**src/logic/qsg_pkg.sv**
```systemverilog
// Shared constants and carrier types for the two chained status groups
package qsg_pkg;

   localparam int          REG_W        = 16;
   localparam int          SEL_W        = 3;

   // Register select codes carried by a status command
   localparam logic [2:0]  SEL_LEVEL    = 3'h0;
   localparam logic [2:0]  SEL_RISE     = 3'h1;
   localparam logic [2:0]  SEL_FALL     = 3'h2;
   localparam logic [2:0]  SEL_LATCHED  = 3'h3;
   localparam logic [2:0]  SEL_MASK     = 3'h4;

   // Group select codes
   localparam logic        GRP_QUALITY  = 1'h0;
   localparam logic        GRP_SELFTEST = 1'h1;

   // Field positions
   localparam int          POS_ALWAYS0  = 15;
   localparam int          POS_QSUM     = 8;
   localparam int          POS_SA_CAL   = 0;
   localparam int          POS_SMP_CAL  = 1;
   localparam int          POS_CNT_CAL  = 2;
   localparam int          POS_VM_CAL   = 3;
   localparam int          POS_TXP_AZ   = 4;
   localparam int          FAIL_W       = 5;

   // Bits that carry a live condition; all others stay zero
   localparam logic [15:0] QUAL_USED    = 16'h0100;
   localparam logic [15:0] SELF_USED    = 16'h001F;

   // Reset values
   localparam logic [15:0] LEVEL_RST    = 16'h0000;
   localparam logic [15:0] RISE_RST     = 16'h0000;
   localparam logic [15:0] FALL_RST     = 16'h0000;
   localparam logic [15:0] LATCHED_RST  = 16'h0000;
   localparam logic [15:0] MASK_RST     = 16'h0000;
   localparam logic [15:0] RESP_RST     = 16'h0000;

   // One status command: query or write of one register of one group
   typedef struct packed {
      logic             wr;
      logic             grp;
      logic [2:0]       sel;
      logic [15:0]      data;
   } qsg_cmd_t;

   // Stored contents of one status group
   typedef struct packed {
      logic [15:0]      level;
      logic [15:0]      rise;
      logic [15:0]      fall;
      logic [15:0]      latched;
      logic [15:0]      mask;
   } qsg_regs_t;

endpackage

```
**src/logic/qsg_group.sv**
```systemverilog
// One status group: condition, transition filters, latched events, mask
`timescale 1ns/100ps
module qsg_group
   import qsg_pkg::*;
#(
   parameter logic [15:0] USED = 16'h0000
)(
   // Clock and control
   input  wire logic        clk,
   input  wire logic        srst,
   input  wire logic        ce,
   // Live conditions
   input  wire logic [15:0] cond_live,
   // Register access
   input  wire logic        wr_en,
   input  wire logic [2:0]  wr_sel,
   input  wire logic [15:0] wr_data,
   input  wire logic        rd_latched,
   input  wire logic        clr_all,
   // State
   output qsg_regs_t        regs,
   output logic [15:0]      hit,
   output logic             summary
);

   qsg_regs_t   regs_ff;
   qsg_regs_t   nxt_regs;
   logic [15:0] rise_hit;
   logic [15:0] fall_hit;

   always_comb begin
      nxt_regs = regs_ff;
      // Unused bits and bit 15 are forced low here, so nothing downstream
      // can ever latch them
      nxt_regs.level = cond_live & USED;
      rise_hit = nxt_regs.level & ~regs_ff.level & regs_ff.rise;
      fall_hit = ~nxt_regs.level & regs_ff.level & regs_ff.fall;
      hit = rise_hit | fall_hit;
      // A new event in the clearing cycle survives the clear
      if (rd_latched || clr_all) begin
         nxt_regs.latched = LATCHED_RST;
      end
      nxt_regs.latched = nxt_regs.latched | hit;
      if (wr_en) begin
         case (wr_sel)
            SEL_RISE:  nxt_regs.rise = wr_data;
            SEL_FALL:  nxt_regs.fall = wr_data;
            SEL_MASK:  nxt_regs.mask = wr_data;
            default:   nxt_regs = nxt_regs;
         endcase
      end
   end

   always_ff @(posedge clk) begin
      if (srst) begin
         regs_ff.level   <= LEVEL_RST;
         regs_ff.rise    <= RISE_RST;
         regs_ff.fall    <= FALL_RST;
         regs_ff.latched <= LATCHED_RST;
         regs_ff.mask    <= MASK_RST;
      end else if (ce) begin
         regs_ff <= nxt_regs;
      end
   end

   assign regs    = regs_ff;
   assign summary = |(regs_ff.latched & regs_ff.mask);

endmodule

```
**src/logic/qsg_top.sv**
```systemverilog
// Data-quality group chained to the self-test group, with command port
`timescale 1ns/100ps
module qsg_top
   import qsg_pkg::*;
(
   // Clock, reset, enable
   input  wire logic        CLK,
   input  wire logic        SRST,
   input  wire logic        CE,
   // Status commands
   input  wire logic        CMD_VALID,
   input  wire qsg_cmd_t    CMD,
   input  wire logic        CLS,
   // Monitored failures
   input  wire logic [4:0]  CAL_FAIL,
   // Query answers
   output logic             RESP_VALID,
   output logic [15:0]      RESP_DATA,
   // Summaries
   output logic             QUAL_SUMMARY,
   output logic             CAL_SUMMARY
);

   logic        take;
   logic        is_wr;
   logic        is_rd;
   logic        q_sel;
   logic        s_sel;
   logic [15:0] self_live;
   logic [15:0] qual_live;
   qsg_regs_t   q_regs;
   qsg_regs_t   s_regs;
   logic [15:0] q_hit;
   logic [15:0] s_hit;
   logic        q_sum;
   logic        s_sum;
   logic        resp_valid_ff;
   logic        nxt_resp_valid;
   logic [15:0] resp_data_ff;
   logic [15:0] nxt_resp_data;
   qsg_regs_t   pick;

   // Command decode
   always_comb begin
      take  = CMD_VALID & CE;
      is_wr = take & CMD.wr;
      is_rd = take & ~CMD.wr;
      q_sel = (CMD.grp == GRP_QUALITY);
      s_sel = (CMD.grp == GRP_SELFTEST);
   end

   // Live condition vectors
   always_comb begin
      self_live = 16'h0000;
      self_live[POS_SA_CAL]  = CAL_FAIL[0];
      self_live[POS_SMP_CAL] = CAL_FAIL[1];
      self_live[POS_CNT_CAL] = CAL_FAIL[2];
      self_live[POS_VM_CAL]  = CAL_FAIL[3];
      self_live[POS_TXP_AZ]  = CAL_FAIL[4];
      qual_live = 16'h0000;
      // Summary is already a registered level, so the chain adds one
      // cycle of latency but no combinational path through both groups
      qual_live[POS_QSUM] = s_sum;
   end

   qsg_group #(
      .USED       (SELF_USED)
   ) u_self (
      .clk        (CLK),
      .srst       (SRST),
      .ce         (CE),
      .cond_live  (self_live),
      .wr_en      (is_wr & s_sel),
      .wr_sel     (CMD.sel),
      .wr_data    (CMD.data),
      .rd_latched (is_rd & s_sel & (CMD.sel == SEL_LATCHED)),
      .clr_all    (CLS & CE),
      .regs       (s_regs),
      .hit        (s_hit),
      .summary    (s_sum)
   );

   qsg_group #(
      .USED       (QUAL_USED)
   ) u_qual (
      .clk        (CLK),
      .srst       (SRST),
      .ce         (CE),
      .cond_live  (qual_live),
      .wr_en      (is_wr & q_sel),
      .wr_sel     (CMD.sel),
      .wr_data    (CMD.data),
      .rd_latched (is_rd & q_sel & (CMD.sel == SEL_LATCHED)),
      .clr_all    (CLS & CE),
      .regs       (q_regs),
      .hit        (q_hit),
      .summary    (q_sum)
   );

   // Query answer path
   always_comb begin
      pick = q_sel ? q_regs : s_regs;
      nxt_resp_valid = is_rd;
      nxt_resp_data  = resp_data_ff;
      if (is_rd) begin
         case (CMD.sel)
            SEL_LEVEL:   nxt_resp_data = pick.level;
            SEL_RISE:    nxt_resp_data = pick.rise;
            SEL_FALL:    nxt_resp_data = pick.fall;
            SEL_LATCHED: nxt_resp_data = pick.latched;
            SEL_MASK:    nxt_resp_data = pick.mask;
            default:     nxt_resp_data = RESP_RST;
         endcase
      end
   end

   always_ff @(posedge CLK) begin
      if (SRST) begin
         resp_valid_ff <= 1'b0;
         resp_data_ff  <= RESP_RST;
      end else if (CE) begin
         resp_valid_ff <= nxt_resp_valid;
         resp_data_ff  <= nxt_resp_data;
      end
   end

   assign RESP_VALID   = resp_valid_ff;
   assign RESP_DATA    = resp_data_ff;
   assign QUAL_SUMMARY = q_sum;
   assign CAL_SUMMARY  = s_sum;
endmodule

```
**config.mk**
```make
export PLATFORM = sky130hd
export DESIGN_NAME = qsg_top
export DESIGN_NICKNAME = d
export VERILOG_FILES = /design/src/logic/qsg_pkg.sv /design/src/logic/qsg_group.sv /design/src/logic/qsg_top.sv
export SDC_FILE = /design/constraint.sdc
export NUM_CORES = 1
export LEC_CHECK = 0
export BUFFER_PORTS_ARGS = -buffer_cell sky130_fd_sc_hd__buf_4
export CORE_MARGIN = 3
export CORE_UTILIZATION = 43
export DETAILED_ROUTE_END_ITERATION = 8
export MAX_ROUTING_LAYER = met4
export PLACE_DENSITY = 0.7
export SETUP_SLACK_MARGIN = 0.1
export SLEW_MARGIN = 0
export SYNTH_ARGS = -nofsm -noshare
export SYNTH_HDL_FRONTEND = slang
export SYNTH_HIERARCHICAL = 1
export SYNTH_SLANG_ARGS = --single-unit
```
**constraint.sdc**
```tcl
create_clock -name CLK -period 3.63 [get_ports CLK]
set_input_delay 0.726 -clock CLK [delete_from_list [all_inputs] [get_ports CLK]]
set_output_delay 0.726 -clock CLK [all_outputs]
set_load 0.05 [all_outputs]
```
---- Word-level counts from Yosys, hierarchy flattened ----
Index checks and enable logic that the tools add are counted.
storage, ports and cells
  register bits after elaboration ......... 177
  output and inout port bits .............. 19
cells by class
  equality and inequality tests ........... 4
  multiplexer cells ....................... 4
  bitwise logic cells ..................... 30
  reductions and logical operators ........ 12
operators by type and width
  operator                                              number
  AND 16 bit                                            8
  two-way mux 80 bit                                    1
  one-hot mux 16 bit (5 select lines)                   1
  OR 16 bit                                             4
  two-way mux 16 bit                                    2
  NOT 16 bit                                            2
  OR reduction 16 bit                                   2
  AND reduction 3 bit                                   6
  AND 5 x 16 -> 16 bit                                  1
  AND 9 x 16 -> 16 bit                                  1
  NOT 5 -> 16 bit                                       1
  NOT 9 -> 16 bit                                       1
  AND 1 bit                                             10
  equality test 3 x 2 -> 1 bit (second input constant)  2
  equality test 3 x 1 -> 1 bit (second input constant)  1
  equality test 3 bit (second input constant)           1
  zero test 3 bit                                       1
  logical OR 1 bit                                      2
  NOT 1 bit                                             2
  AND reduction 2 bit                                   1

---- Longest topological paths before layout ----
  depth in word-level cells ............... 7
  gate-level depth with buffers ........... 9
  mapped depth without buffers ............ 5

---- By module ----
Netlist, hierarchy kept.
modules (own cells, without submodules)
  module               instances  cells each  area each (sq um)  seq. area each (sq um)
  qsg_group at u_self  1          260         2523.7             1161.1
  qsg_group at u_qual  1          238         2273.4             1001.0
  qsg_top              1          207         2102.0             340.3

---- Least setup slack after synthesis ----
No wires, ideal clock.
  kind .................................... input to register
  start ................................... input CMD[19] (netlist bit)
  end ..................................... register u_self.regs_ff (netlist bit u_self/regs[10])
  setup time .............................. 119 ps
  arrival ................................. 2342 ps
  slack ................................... 1169 ps
  cell stages on the path ................. 9
  buffers on the path ..................... 4
  path through ............................ buf_2 -> buf_2 -> inv_1 -> nor2_1 -> nand2_4 -> or4b_4 -> buf_6 -> buf_12 -> mux2i_1
on the way
  longest elaborated chain between the ends .. 2
ends and longest elaborated chain
  item                           line             source
  from (decl)                    qsg_top.sv:12    input wire qsg_cmd_t CMD,
  AND 1 bit                      qsg_top.sv:73    .wr_en (is_wr & s_sel),
  AND reduction 3 bit (no line)  n/a
  to (signal assigned)           qsg_group.sv:62  regs_ff <= nxt_regs;
  to (decl)                      qsg_group.sv:26  qsg_regs_t regs_ff;
Every way passes these cells.
A chain may end at the register's enable or synchronous reset.

---- Final worst setup path ----
  start ................................... input CE
  end ..................................... register u_qual.regs_ff (netlist bit u_qual/regs[53])
on the way
  longest elaborated chain between the ends .. 4
ends and longest elaborated chain
  item                               line             source
  from (decl)                        qsg_top.sv:9     input wire logic CE,
  AND 1 bit                          qsg_top.sv:45    take = CMD_VALID & CE;
  AND 1 bit                          qsg_top.sv:46    is_wr = take & CMD.wr;
  AND 1 bit                          qsg_top.sv:90    .wr_en (is_wr & q_sel),
  AND reduction 3 bit (no line) (*)  n/a
  to (signal assigned)               qsg_group.sv:62
  to (decl)                          qsg_group.sv:26
Mark *: on every way between the ends. The rest lies on a longest branch, timed or not.

==> flow_summary.ini <==
[global_route]
antenna_found_initial = 0
grt_max_degree = 46
grt_pass1_wl_mm = 27.37
overflow = 0
grt_usage = 0.2161
grt_pass1_vias = 5103

[detailed_routing]
firstDrtPassIters = 8
vias = 5187
finalWirelength_mm = 17.60
drc = 0
antenna_left = 0
wl_per_cell_um = 19.38
vias_per_cell = 5.713
drtIter0Drc = 525

[power]
p_per_area_mw_per_mm2 = 450.9
ir_worst_vdd_uv = 335.5
p_leak_uw = 0.003302

[outcome]
status = complete, no violations

[layout]
insertedDiodeCount = 0
drive_above_1_share = 0.2486
final_common_cell = nand2_1
nets = 742
fillers = 1311
final_area_mm2 = 0.007566
area_delta_synth_final_pct = 12.92
multiInputGateArea_mm2 = 0.003712
stdcell_count = 908
layout_common_cells = nand2_1 (151), dfxtp_1 (125), mux2i_1 (109)
register_area_mm2 = 0.002502

[placement]
dp.cells = 876
place_area_mm2 = 0.006942
place_congestion = 0.8299
io_buffers = 49
hpwl_mm = 11.32

[floorplan]
fp-row-count = 44
die_area_mm2 = 0.01712
die_h_um = 130.8
start_util = 0.4508
design.core.area_mm2 = 0.01486
fp.dieW_um = 130.8
io_pins = 50

[synth]
synthCells = 678
yosysWarnings = 6
synth_area_per_cell_um2 = 9.882
syn_area_mm2 = 0.006700

[clocking]
clk_latency_ns = 0.42
clk_path_buf_depth = 2
cts_setup_buffers = 0
cts_buffers = 17
clockRootBuffer = clkbuf_16
ctsHoldBuffers = 0
cts-resized-gates = 0
path_clk_slew_ns = 0.05
cts_tree = done
cts.sinks = 125
htreeDepth = 4

[critical_path]
path_max_fanout = 17
path_class = in2reg
crit_arrival_ns = 2.53
cp.required_ns = 3.89
crit_path_start_kind = input pin
endpoint_kind = flop

[sta]
post-route-period-util = 0.6255
finalMaxSlewViolations = 0
worst_pin_slew_ns = 0.9963
slew_headroom = 0.3351
max_freq_mhz = 440.4
setup_tns_ns = 0
finalCriticalPeriod_ns = 2.271
skew_ns = 0.006101
setup_viol = 0
rsz0062_at_grt = false
hold_violations = 0

[worst_hold_path]
holdCritPathClass = reg2reg

[flow_run]
max_cap_violations = 0
## layout make-up
cell class              instances  area share
multi-input cells             501      0.4907
flip-flops and latches        125      0.3307
repair buffers                 63     0.06416
clock buffers                  20     0.06036
well taps                     184     0.03043
clock inverters                12     0.02216
inverters                       3    0.001488
## critical path, stage by stage
cell and delay (ns):
buf_4 0.24, nand3_1 0.13, nor2_1 0.15, nand2_2 0.11, or4b_1 0.92, mux2i_1 0.24
## final timing paths
kind	start	end	slack [ns]	depth (start not counted)
setup / recovery	CE	u_qual/regs[53]	1.36	6
hold / removal	u_self/regs[43]	u_self/regs[43]	0.46	2
setup reg to reg	u_self/regs[4]	u_qual/regs[24]	2.25	5
hold reg to reg	u_self/regs[43]	u_self/regs[43]	0.46	2
## sequential cells by signal, summed over array words and instances (netlist names)
signal,count
u_qual/regs,50
RESP_DATA,16
u_self/regs,58
RESP_VALID,1
## metrics by stage
step / total power [uW] / setup WS (ns) / hold slack (ns) / util
finish: 3411 / 1.359 / 0.4560 / 0.5090
global route: 3508 / 1.253 / 0.4751 / 0.5090
CTS: 3426 / 1.376 / 0.4564 / 0.5090
detailed placement: 1651 / 0.9501 / 0.4463 / 0.4670
global placement: 1646 / 0.9994 / 0.4400 / 0.4670
floorplan: 1605 / 1.169 / 0.4306 / -
## layer usage
metal | wire length, um | global-route usage | vias to the layer above | part of all wire
met5 | 0 | - | - | 0
met4 | 614 | 0.1053 | 0 | 0.035
met3 | 948 | 0.04919 | 48 | 0.054
met2 | 8398 | 0.3365 | 195 | 0.48
met1 | 7640 | 0.2643 | 2531 | 0.43
li1 | - | - | 2413 | -
## power by group
group,internal [uW],switching (uW)
Sequential,1380,5.70
Combinational,92.1,150
Clock,1180,607
Power figures use the tool's default switching activity.
